**src/hw/brownout_pkg.sv**
```systemverilog
package brownout_pkg;

  // ****************************************************************
  // Register map (byte addresses)
  // ****************************************************************
  localparam logic [3:0] RESET_CTRL_OFS = 4'h0;  // reset_control_reg
  localparam logic [3:0] CONFIG_OFS     = 4'h4;  // Read-only view of configuration
  localparam logic [3:0] IRQ_STATUS_OFS = 4'h8;
  localparam logic [3:0] IRQ_MASK_OFS   = 4'hC;

  // ****************************************************************
  // Field positions
  // ****************************************************************
  localparam int SW_ENABLE_BIT = 13;  // sw_brownout_enable in reset_control_reg
  localparam int BOR_FLAG_BIT  = 1;   // brownout_flag in reset_control_reg
  localparam int POR_FLAG_BIT  = 0;   // Power-on flag in reset_control_reg
  localparam int CFG_MODE_LSB  = 0;   // brownout_mode_cfg in config view
  localparam int CFG_LEVEL_LSB = 4;   // brownout_level_cfg in config view
  localparam int IRQ_BOR_BIT   = 0;   // Brown-out reset event
  localparam int IRQ_POR_BIT   = 1;   // Power-on reset event

  // ****************************************************************
  // Mode encodings and reset values
  // ****************************************************************
  localparam logic [1:0] MODE_OFF       = 2'h0;
  localparam logic [1:0] MODE_SOFTWARE  = 2'h1;
  localparam logic [1:0] MODE_SLEEP_OFF = 2'h2;
  localparam logic [1:0] MODE_HARDWARE  = 2'h3;

  localparam logic        SW_ENABLE_RST = 1'b0;
  localparam logic        FLAG_RST      = 1'b0;
  localparam logic [1:0]  LEVEL_RST     = 2'h0;
  localparam logic [1:0]  IRQ_RST       = 2'h0;
  localparam logic [1:0]  RESP_OKAY     = 2'h0;
  localparam logic [1:0]  RESP_SLVERR   = 2'h2;

endpackage

```
**src/hw/brownout_ctrl_if.sv**
```systemverilog
`timescale 1ns/1ps
interface brownout_ctrl_if;
  logic [1:0] mode;
  logic       sw_enable;
  logic       sleep_active;
  logic       detect_on;

  // Register side drives the controls and reads the decision
  modport regs (output mode, output sw_enable, output sleep_active, input detect_on);
  modport gate (input mode, input sw_enable, input sleep_active, output detect_on);
endinterface

```
**src/hw/brownout_reset_control.sv**
```systemverilog
// Behaviour
// - Mode 01: software turns detection on or off with enable bit 13.
// - In software mode, enable set activates detection, cleared fully deactivates.
// - Enable bit acts only in software mode; elsewhere inert, reads 0.
// - Threshold always follows level configuration; no register write changes it.
// - While enabled, brown-out flag bit 1 sets on brown-out or power-on event.
// - Mode 10: hardware control, detection disabled automatically during Sleep.
// - Mode 10: detection re-enabled as soon as the device leaves Sleep.
`timescale 1ns/1ps
module brownout_reset_control (
  input  wire logic        aclk,
  input  wire logic        aresetn,
  input  wire logic [3:0]  awaddr,
  input  wire logic        awvalid,
  output logic             awready,
  input  wire logic [31:0] wdata,
  input  wire logic [3:0]  wstrb,
  input  wire logic        wvalid,
  output logic             wready,
  output logic [1:0]       bresp,
  output logic             bvalid,
  input  wire logic        bready,
  input  wire logic [3:0]  araddr,
  input  wire logic        arvalid,
  output logic             arready,
  output logic [31:0]      rdata,
  output logic [1:0]       rresp,
  output logic             rvalid,
  input  wire logic        rready,
  input  wire logic [1:0]  brownout_mode_cfg,
  input  wire logic [1:0]  brownout_level_cfg,
  input  wire logic        sleep_active,
  input  wire logic        supply_low,
  input  wire logic        por_event,
  output logic             brownout_detect_en,
  output logic [1:0]       brownout_threshold,
  output logic             brownout_reset_req,
  output logic             irq
);

  // ****************************************************************
  // State and next values
  // ****************************************************************
  logic        sw_enable,  next_sw_enable;
  logic        bor_flag,   next_bor_flag;
  logic        por_flag,   next_por_flag;
  logic [1:0]  irq_status, next_irq_status;
  logic [1:0]  irq_mask,   next_irq_mask;
  logic        aw_held,    next_aw_held;
  logic        w_held,     next_w_held;
  logic [3:0]  wr_addr,    next_wr_addr;
  logic [31:0] wr_data,    next_wr_data;
  logic [3:0]  wr_strb,    next_wr_strb;
  logic        next_awready, next_wready, next_bvalid, next_arready, next_rvalid;
  logic [1:0]  next_bresp, next_rresp;
  logic [31:0] next_rdata;
  logic        next_detect_en, next_reset_req, next_irq;
  logic [1:0]  next_threshold;
  logic        bor_event, do_write;
  logic [31:0] rd_word;
  logic        rd_hit;

  brownout_ctrl_if ctl ();

  assign ctl.mode         = brownout_mode_cfg;
  assign ctl.sw_enable    = sw_enable;
  assign ctl.sleep_active = sleep_active;

  brownout_enable_gate u_gate (
    .ctl (ctl.gate)
  );

  // ****************************************************************
  // Detection path
  // ****************************************************************

  // Reset request and event use the registered enable so the flag and request agree
  always_comb begin
    bor_event      = brownout_detect_en && supply_low;
    next_detect_en = ctl.detect_on;
    next_reset_req = bor_event;
    next_threshold = brownout_level_cfg;
  end

  // ****************************************************************
  // Register writes
  // ****************************************************************

  // Write happens once address and data are both held; flags clear by writing zero
  always_comb begin
    do_write        = aw_held && w_held && !bvalid;
    next_sw_enable  = sw_enable;
    next_bor_flag   = bor_flag;
    next_por_flag   = por_flag;
    next_irq_status = irq_status;
    next_irq_mask   = irq_mask;
    next_bresp      = bresp;
    if (do_write) begin
      next_bresp = brownout_pkg::RESP_OKAY;
      case (wr_addr)
        brownout_pkg::RESET_CTRL_OFS: begin
          if (wr_strb[1]) begin
            next_sw_enable = wr_data[brownout_pkg::SW_ENABLE_BIT];
          end
          if (wr_strb[0]) begin
            next_bor_flag = wr_data[brownout_pkg::BOR_FLAG_BIT];
            next_por_flag = wr_data[brownout_pkg::POR_FLAG_BIT];
          end
        end
        brownout_pkg::CONFIG_OFS: ;
        brownout_pkg::IRQ_STATUS_OFS: begin
          if (wr_strb[0]) begin
            next_irq_status = irq_status & ~wr_data[1:0];
          end
        end
        brownout_pkg::IRQ_MASK_OFS: begin
          if (wr_strb[0]) begin
            next_irq_mask = wr_data[1:0];
          end
        end
        default: next_bresp = brownout_pkg::RESP_SLVERR;
      endcase
    end
    // Hardware sets after the software clear so a same-cycle event survives
    if (por_event) begin
      next_por_flag = 1'b1;
      next_irq_status[brownout_pkg::IRQ_POR_BIT] = 1'b1;
    end
    if (brownout_detect_en && (por_event || supply_low)) begin
      next_bor_flag = 1'b1;
    end
    if (bor_event) begin
      next_irq_status[brownout_pkg::IRQ_BOR_BIT] = 1'b1;
    end
    next_irq = |(next_irq_status & next_irq_mask);
  end

  // ****************************************************************
  // AXI4-Lite handshakes
  // ****************************************************************

  // Each channel is taken once and held until the write happens; no new one is taken until the response leaves
  always_comb begin
    next_aw_held = aw_held;
    next_w_held  = w_held;
    next_wr_addr = wr_addr;
    next_wr_data = wr_data;
    next_wr_strb = wr_strb;
    next_bvalid  = bvalid;
    if (awvalid && awready) begin
      next_aw_held = 1'b1;
      next_wr_addr = awaddr;
    end
    if (wvalid && wready) begin
      next_w_held  = 1'b1;
      next_wr_data = wdata;
      next_wr_strb = wstrb;
    end
    if (do_write) begin
      next_aw_held = 1'b0;
      next_w_held  = 1'b0;
      next_bvalid  = 1'b1;
    end else if (bvalid && bready) begin
      next_bvalid = 1'b0;
    end
    next_awready = !next_aw_held && !next_bvalid;
    next_wready  = !next_w_held && !next_bvalid;
  end

  // Read data is captured at the address handshake; enable reads 0 outside software mode
  always_comb begin
    rd_word = 32'h0000_0000;
    rd_hit  = 1'b1;
    case (araddr)
      brownout_pkg::RESET_CTRL_OFS: begin
        rd_word[brownout_pkg::SW_ENABLE_BIT] =
          sw_enable && (brownout_mode_cfg == brownout_pkg::MODE_SOFTWARE);
        rd_word[brownout_pkg::BOR_FLAG_BIT] = bor_flag;
        rd_word[brownout_pkg::POR_FLAG_BIT] = por_flag;
      end
      brownout_pkg::CONFIG_OFS: begin
        rd_word[brownout_pkg::CFG_MODE_LSB +: 2]  = brownout_mode_cfg;
        rd_word[brownout_pkg::CFG_LEVEL_LSB +: 2] = brownout_level_cfg;
      end
      brownout_pkg::IRQ_STATUS_OFS: rd_word[1:0] = irq_status;
      brownout_pkg::IRQ_MASK_OFS:   rd_word[1:0] = irq_mask;
      default:                      rd_hit = 1'b0;
    endcase
    next_rvalid = rvalid;
    next_rdata  = rdata;
    next_rresp  = rresp;
    if (arvalid && arready) begin
      next_rvalid = 1'b1;
      next_rdata  = rd_word;
      next_rresp  = rd_hit ? brownout_pkg::RESP_OKAY : brownout_pkg::RESP_SLVERR;
    end else if (rvalid && rready) begin
      next_rvalid = 1'b0;
    end
    next_arready = !next_rvalid;
  end

  // ****************************************************************
  // Registers
  // ****************************************************************

  // Synchronous active-low reset; all outputs come straight from these flops
  always_ff @(posedge aclk) begin
    if (!aresetn) begin
      sw_enable          <= brownout_pkg::SW_ENABLE_RST;
      bor_flag           <= brownout_pkg::FLAG_RST;
      por_flag           <= brownout_pkg::FLAG_RST;
      irq_status         <= brownout_pkg::IRQ_RST;
      irq_mask           <= brownout_pkg::IRQ_RST;
      aw_held            <= 1'b0;
      w_held             <= 1'b0;
      wr_addr            <= 4'h0;
      wr_data            <= 32'h0000_0000;
      wr_strb            <= 4'h0;
      awready            <= 1'b0;
      wready             <= 1'b0;
      bvalid             <= 1'b0;
      bresp              <= brownout_pkg::RESP_OKAY;
      arready            <= 1'b0;
      rvalid             <= 1'b0;
      rdata              <= 32'h0000_0000;
      rresp              <= brownout_pkg::RESP_OKAY;
      brownout_detect_en <= 1'b0;
      brownout_threshold <= brownout_pkg::LEVEL_RST;
      brownout_reset_req <= 1'b0;
      irq                <= 1'b0;
    end else begin
      sw_enable          <= next_sw_enable;
      bor_flag           <= next_bor_flag;
      por_flag           <= next_por_flag;
      irq_status         <= next_irq_status;
      irq_mask           <= next_irq_mask;
      aw_held            <= next_aw_held;
      w_held             <= next_w_held;
      wr_addr            <= next_wr_addr;
      wr_data            <= next_wr_data;
      wr_strb            <= next_wr_strb;
      awready            <= next_awready;
      wready             <= next_wready;
      bvalid             <= next_bvalid;
      bresp              <= next_bresp;
      arready            <= next_arready;
      rvalid             <= next_rvalid;
      rdata              <= next_rdata;
      rresp              <= next_rresp;
      brownout_detect_en <= next_detect_en;
      brownout_threshold <= next_threshold;
      brownout_reset_req <= next_reset_req;
      irq                <= next_irq;
    end
  end
endmodule // brownout_reset_control

```
**src/hw/brownout_enable_gate.sv**
```systemverilog
`timescale 1ns/1ps
module brownout_enable_gate (
  brownout_ctrl_if.gate ctl
);

  // Mode decode: pure logic, the caller registers the result
  always_comb begin
    case (ctl.mode)
      brownout_pkg::MODE_SOFTWARE:  ctl.detect_on = ctl.sw_enable;
      brownout_pkg::MODE_SLEEP_OFF: ctl.detect_on = !ctl.sleep_active;
      brownout_pkg::MODE_HARDWARE:  ctl.detect_on = 1'b1;
      default:                      ctl.detect_on = 1'b0;
    endcase
  end

endmodule // brownout_enable_gate

```
**config.mk**
```make
export PLATFORM = sky130hd
export DESIGN_NAME = brownout_reset_control
export DESIGN_NICKNAME = d
export VERILOG_FILES = /design/src/hw/brownout_pkg.sv /design/src/hw/brownout_ctrl_if.sv /design/src/hw/brownout_reset_control.sv /design/src/hw/brownout_enable_gate.sv
export SDC_FILE = /design/constraint.sdc
export NUM_CORES = 1
export LEC_CHECK = 0
export BUFFER_PORTS_ARGS = -buffer_cell sky130_fd_sc_hd__buf_2
export CORE_ASPECT_RATIO = 0.8
export CORE_UTILIZATION = 38
export DETAILED_ROUTE_END_ITERATION = 12
export GPL_TIMING_DRIVEN = 0
export PLACE_DENSITY_LB_ADDON = 0.2
export SETUP_SLACK_MARGIN = 0.05
export SLEW_MARGIN = 0
export SYNTH_ARGS = -nofsm -noshare
export SYNTH_HDL_FRONTEND = slang
export SYNTH_SLANG_ARGS = --single-unit
```
**constraint.sdc**
```tcl
create_clock -name aclk -period 1.8 [get_ports aclk]
set_input_delay 0.36 -clock aclk [delete_from_list [all_inputs] [get_ports aclk]]
set_output_delay 0.36 -clock aclk [all_outputs]
set_load 0.02 [all_outputs]
```
==> summary.txt, run 1 <==
Power
  – Clock power frac: 37.9%
  – Final Power: 1.76 mW
  – Leak: 1.03 nW
  – Part of the power in registers: 47.5%
  – Pint: 1.33 mW
  – Power density cells: 850 nW/um^2
  – Comb pwr share: 14.6%
  – Sw frac: roughly 25%
  – Switch Pwr: 0.438 mW
  – Worst ir drop on vdd: 0.379 mV

Detailed routing
  – DRC: 0
  – Wirelength per Cell: 10.1 um
  – Final Routed Wirelength: 3030 um
  – DRT Pass-1 Iters: 4
  – Avg Vias per Cell: 4.19
  – Vias: 1,256
  – DRT iter0 DRCs: 62
  – Detail Route Antenna Nets: 0

Final layout
  – Final #Nets: 303
  – Multi-input logic area: 741 sq um
  – Most common cell after layout, fill and taps aside: buf_2
  – Share of post-route cells with drive strength above 1: roughly 34%
  – Fin cells: 300
  – Fill count: 381
  – Most frequent cells in the layout: 43 x buf_2, 35 x dfxtp_1, 29 x buf_4, 29 x conb_1, 18 x nand2_1
  – Layout area overhead: 31.4%
  – Final Util: 53.5%
  – Register Area: 701 sq um
  – Ant. Diodes: 0
  – Final Cell Area: 2080 sq um

Outcome
  – Status: complete, no violations

Placement
  – Placed cell count: 293
  – DPL Wire Length: 2380 um
  – GP Congestion: 0.767
  – Pre-CTS setup slack: 0.473 ns
  – Placed Area: about 2000 sq um
  – # port buffers: 43

Critical path
  – Critical path type: reg2reg
  – CP max stage cell: dfxtp_1
  – Max FO, Critical Path: 5
  – Critical Path AT: 1.47 ns
  – Flop2flop setup slack: 0.48 ns
  – Critical path capture point type: flip-flop
  – Critical Path Max Stage Delay: ~0.34 ns
  – Worst-path cell chain: and4b_1, nand4b_1, o221ai_1, o22ai_1
  – Worst Path Required: 1.95 ns
  – CP Launch Type: flip-flop

Clock network
  – Maximum clock path buffer count: 2
  – Clk sinks: 35
  – Worst-Skew Late Latency: 0.28 ns
  – CTS Buf Count: 5
  – Hold_buf cts: 0
  – CTS-repair resized insts: 0
  – CTS tree: done
  – Clock slew at reported path FFs: 0.07 ns
  – Clock root buffer: clkbuf_8
  – # H-tree levels: 2
  – Postcts setup bufs: 0

GRT
  – Vias in the first global route: 1,033
  – First-pass GRT wire length: 4730 um
  – Total grt overflow: 0
  – Pin count of the biggest net entering global routing: 12
  – GRT Overall Usage: 14.6%
  – Initial antenna violation count: 0

Floorplan
  – Die H: 59.7 um
  – IO Count: 104
  – Die area: 4420 sq um
  – Row count: 20
  – Core area: 3880 sq um
  – Die W: 74.1 um
  – Initial core utilization: 40.7%

Timing
  – Final Setup Violations: 0
  – Clock Skew: 0.00591 ns
  – Period utilisation layout: 73.3%
  – RSZ-0062 raised after global routing: no
  – Fmax: 758 MHz
  – Final Critical Period: 1.32 ns
  – Setup WS post-layout: 0.481 ns
  – Setup TNS: 0 ns
  – Worst hold slack: ~0.30 ns
  – Final Max Tran Viols: 0
  – Hold Vio Cnt, Final: 0

Synth
  – Post-synth top flop: dfxtp_1
  – Synth Warn #: 0
  – Simple-gate portion of the synthesized area: 21.2%
  – Yosys top cell area share: ~44%
  – Asr flop ratio synth: 0%
  – Adder-cell area share of the yosys netlist: 0%
  – Register area share after synthesis: 44.3%
  – Synth Area in XOR/XNOR: 0%
  – Post-synthesis cell count: 167
  – Post-synth EDFFs: 0
  – Cell area after synthesis: 1580 sq um
  – Compound-Gate Fraction of Synth Area: 12.7%
  – Synth top area cells: dfxtp_1 44%, buf_4 14%, a21boi_0 6.2%
  – Post-synthesis mux area share: 6.02%
  – Largest family of logic cells by synthesized area: simple AND/OR/NAND/NOR gates
  – Leading area contributor after synthesis: dfxtp_1
  – Syn Area/Cell: 9.46 sq um
  – Post-synthesis cell type count: 33
  – Seq cells post-synth: 35

Worst hold path
  – Min-Delay Path Class: in2reg

Run
  – Max_cap viols: 0
[flip-flops by register name (all words and copies together), names as in the netlist, 2 cells and up]
signal and flops:
brownout_threshold 2, irq_mask 2, irq_status 2, rdata 5
wr_addr 4, wr_data 3, wr_strb 2
[routing by layer]
metal  part of all wire (%)  GRT usage (%)
met2                     38           19.2
met1                     54           21.0
met3                    6.4           4.55
met5                      0              0
met4                    1.4           7.42
[Yosys cell counts, types with 3 or more instances]
library cell  number
dfxtp_1           35
inv_1              4
nor2b_1            7
a22oi_1            4
nor2_1             3
and3_1             4
mux2i_1            5
buf_4             29
a21boi_0          13
nand2_1           18
nand3_1           10
and2_1             3
a21oi_1            3
clkbuf_1           3
nor3_1             3
[kinds of logic after synthesis]
group                  after synthesis
AO/OA/AOI/OAI                       28
buffers and inverters               36
flip-flops                          35
multiplexers                         7
other                                1
AND/OR/NAND/NOR                     60
[worst max-delay path, delay by kind of cell (launching register included)]
kind	cells	cell delay (ns)
and+or+nand+nor	2	0.48
DFF	1	0.34
AOI/OAI and AO/OA	2	0.37
[final cells by class]
class                      instances  area share (%)
sequential                        35            33.8
clock inverter                     2            1.81
inverter                           4           0.723
timing repair buffer              43            10.4
buffer                            32            11.0
tap                               55            3.32
multi-input combinational        124            35.7
clock buffer                       5            3.32
[path summary, 6_finish.rpt]
path / startpoint / endpoint / cells after the start
setup / recovery: bvalid$_SDFF_PN0_ / irq$_SDFF_PN0_ / 4
hold / removal: brownout_level_cfg[1] / brownout_threshold[1]$_SDFF_PN0_ / 2
setup reg to reg: bvalid$_SDFF_PN0_ / irq$_SDFF_PN0_ / 4
hold reg to reg: rdata[13]$_SDFFE_PN0P_ / rdata[13]$_SDFFE_PN0P_ / 2
[power groups by stage]
stage | registers, mW | clock network [mW] | logic, mW
finish | 0.838 | 0.669 | 0.258
global placement | 0.855 | 0 | 0.255
global route | 0.842 | 0.725 | 0.282
CTS | 0.838 | 0.689 | 0.256
floorplan | 0.868 | 0 | 0.170
detailed placement | 0.855 | 0 | 0.256
Power figures use the tool's default switching activity.
==> run 2, diff against run 1 <==
--- a/config.mk
+++ b/config.mk
@@ -5,6 +5,7 @@
 export SDC_FILE = /design/constraint.sdc
 export NUM_CORES = 1
 export LEC_CHECK = 0
+export ABC_AREA = 1
 export BUFFER_PORTS_ARGS = -buffer_cell sky130_fd_sc_hd__buf_2
 export CORE_ASPECT_RATIO = 0.8
 export CORE_UTILIZATION = 38
==> constraint.sdc (replaced) <==
create_clock -name aclk -period 1.4 [get_ports aclk]
set_input_delay 0.28 -clock aclk [delete_from_list [all_inputs] [get_ports aclk]]
set_output_delay 0.28 -clock aclk [all_outputs]
set_load 0.02 [all_outputs]
==> summary.txt, run 2 <==
Synth
  – Commonest cells in the netlist: 39 x nand2_1, 35 x dfxtp_1, 29 x buf_4, 29 x nor2_1, 24 x inv_1
  – Syn Area/Cell: 7.31 sq um (-23%)
  – Leading area contributor after synthesis: dfxtp_1
  – Post-synthesis cell type count: 20 (-39%)
  – Cell area after synthesis: 1610 sq um (+1.7%)
  – Top-count cell post-synth: nand2_1
  – Synth Warn #: 0 (unchanged)
  – Post-synth EDFFs: 0 (unchanged)
  – Register area share after synthesis: 43.6% (-0.76 points)
  – Asr flop ratio synth: 0% (unchanged)
  – Seq cells post-synth: 35 (unchanged)
  – Post-synthesis cell count: 220 (+32%)
  – Synth top area cells: dfxtp_1 44%, buf_4 14%, nand2_1 9.1%
  – Post-synth top flop: dfxtp_1
  – Yosys top cell area share: 43.6% (-0.76 points)

Floorplan
  – Die H: 60.2 um (+0.84%)
  – Core area: 3930 sq um (+1.3%)
  – Row count: 20 (unchanged)
  – IO Count: 104 (unchanged)
  – Initial core utilization: 40.9% (+0.18 points)
  – Die W: 74.7 um (+0.84%)
  – Die area: 4500 sq um (+1.7%)

Worst hold path
  – Min-Delay Path Class: in2reg
  – HP Start: brownout_level_cfg[1]
  – Worst Hold End: brownout_threshold[1]$_SDFF_PN0_
  – Hold Path Depth: 3 (+1)

Final layout
  – Fill count: 430 (+13%)
  – Final Util: 52.9% (-0.62 points)
  – Share of post-route cells with drive strength above 1: 28.4% (-5.9 points)
  – Most frequent cells in the layout: 46 x buf_2, 39 x nand2_1, 35 x dfxtp_1
  – Final #Nets: 356 (+17%)
  – Regs by FF count: rdata x5, wr_addr x4, wr_data x3
  – Most common cell after layout, fill and taps aside: buf_2
  – Ant. Diodes: 0 (unchanged)
  – Max FFs per register: 5 (unchanged)
  – Register Area: 701 sq um (unchanged)
  – Layout area overhead: 29.3%
  – Biggest register: rdata
  – Multi-input logic area: 686 sq um (-7.4%)

GRT
  – GRT Overall Usage: 14.9% (+0.27 points)
  – Routing usage on met1: 20.6% (-0.45 points)
  – Grt met3 use: 3.20% (-1.3 points)
  – Initial antenna violation count: 0 (unchanged)
  – GR Layer Usage met2: 22.9% (+3.7 points)
  – Total grt overflow: 0 (unchanged)
  – Vias in the first global route: 1,180 (+14%)
  – Most Crowded Layer GR: met2
  – Pin count of the biggest net entering global routing: 11 (-1)
  – First-pass GRT wire length: 5040 um (+6.5%)

Power
  – Power density cells: 1030 nW/um^2 (+21%)
  – Final Power: 2.13 mW (+21%)
  – Leak: 1.15 nW (+12%)
  – Worst ir drop on vdd: 0.746 mV (+97%)

Timing
  – Hold Vio Cnt, Final: 0 (unchanged)
  – Final Setup Violations: 0 (unchanged)
  – Final Max Tran Viols: 0 (unchanged)
  – Worst hold slack: 0.201 ns (-0.0966 ns)
  – Clock Skew: 0.00551 ns (-0.000404 ns)
  – Period utilisation layout: 80.9% (+7.7 points)
  – Setup TNS: 0 ns (unchanged)
  – Final Critical Period: 1.13 ns (-0.186 ns)
  – Fmax: 883 MHz (+16%)
  – RSZ-0062 raised after global routing: no

Detailed routing
  – Detail Route Antenna Nets: 0 (unchanged)
  – DRC: 0 (unchanged)
  – Wirelength per Cell: 8.87 um (-12%)
  – DRT iter0 DRCs: 49 (-21%)
  – Vias: 1,435 (+14%)
  – DRT Pass-1 Iters: 4 (unchanged)
  – Avg Vias per Cell: 4.05 (-3.2%)
  – Final Routed Wirelength: 3140 um (+3.5%)

Clock network
  – Clock root buffer: clkbuf_8
  – Worst-Skew Late Latency: 0.27 ns (about the same)
  – CTS tree: done
  – CTS Buf Count: 5 (unchanged)
  – Clock slew at reported path FFs: 0.07 ns (about the same)
  – Clk sinks: 35 (unchanged)
  – Postcts setup bufs: 0 (unchanged)
  – # H-tree levels: 2 (unchanged)
  – Maximum clock path buffer count: 2 (unchanged)
  – Hold_buf cts: 0 (unchanged)
  – CTS-repair resized insts: 0 (unchanged)

Critical path
  – Critical path type: reg2reg
  – Flop2flop setup slack: 0.27 ns (-0.21 ns)
  – CP Launch Type: flip-flop
  – RR Endpoint: irq$_SDFF_PN0_
  – FF-to-FF Start: aw_held$_SDFF_PN0_
  – Max FO, Critical Path: 4 (-1)
  – Worst R2R Path Depth: 7 (+3)
  – Critical Path AT: 1.30 ns (-0.17 ns)
  – Critical path capture point type: flip-flop
  – Worst Path Required: 1.57 ns (-0.38 ns)

Outcome
  – Status: complete, no violations

Run
  – Max_cap viols: 0 (unchanged)

Placement
  – # port buffers: 43 (unchanged)
  – DPL Wire Length: 2510 um (+5.5%)
  – GP Congestion: 0.781 (+1.9%)
## run 2: cell count changes in the layout (fill, tap and decap cells not counted), sizes merged, moves of 3 or more
cell    change
buf         +3
nand3       +3
o21ai      +18
a21oi      +14
nand2      +21
a21boi     -15
inv        +20
nor2       +28
mux2i       -5
a22oi       -4
nor2b       -7
and3        -4
## run 2: worst max-delay path by stage
stage,start,to,depth (start not counted)
after floorplan,bvalid$_SDFF_PN0_,ctl.sw_enable$_SDFFE_PN0P_,7
after CTS,wr_addr[1]$_SDFFE_PN0P_,bor_flag$_SDFFE_PN0P_,10
after global placement,aresetn,rdata[13]$_SDFFE_PN0P_,4
after detailed placement,aresetn,wr_data[0]$_SDFFE_PN0P_,4
final,aw_held$_SDFF_PN0_,irq$_SDFF_PN0_,7
after global routing,bvalid$_SDFF_PN0_,irq$_SDFF_PN0_,8
## run 2: kinds of logic after synthesis
kind of cell | after synthesis | synth area share, %
other cells | 1 | 0.233
buf+inv | 57 | 20.3
simple gates | 89 | 23.7
flops | 35 | 43.6
compound gates | 38 | 12.2
## run 2: layout make-up
type / count / share of cell area, %
tap: 55 / 3.31
clock inverter: 1 / 0.241
timing repair buffer: 43 / 10.4
multi-input combinational: 156 / 33.0
buffer: 33 / 11.4
sequential: 35 / 33.7
inverter: 24 / 4.33
clock buffer: 7 / 3.67
## run 2: per-stage QoR
step           std cells  cell area [sq um]  setup WS, ns
2_1_floorplan        248               1710         0.306
5_1_grt              354               2080        0.0898
4_1_cts              354               2080         0.258
3_5_place_dp         346               2000         0.208
3_3_place_gp         346               2000         0.227
6_report             354               2080         0.267
## run 2: critical path, stage by stage, from the launching register on
cell,delay (ns)
dfxtp_1,0.39
nand3_1,0.14
nor2_1,0.16
nand2_1,0.07
nand2_1,0.08
nand2_1,0.05
nand3_1,0.09
nand2_1,0.06
## run 2: layer usage
metal	routed length, um	up-vias
met5	0	-
met4	27	0
met3	156	2
met2	1310	44
met1	1650	595
li1	-	794
## run 2: power breakdown
part           switching [mW]  leakage [nW]  internal, mW  total (mW)
Combinational           0.230         0.825         0.144       0.374
Clock                   0.329        0.0422         0.349       0.677
Sequential             0.0310         0.287          1.05        1.08
Total                   0.590          1.15          1.54        2.13
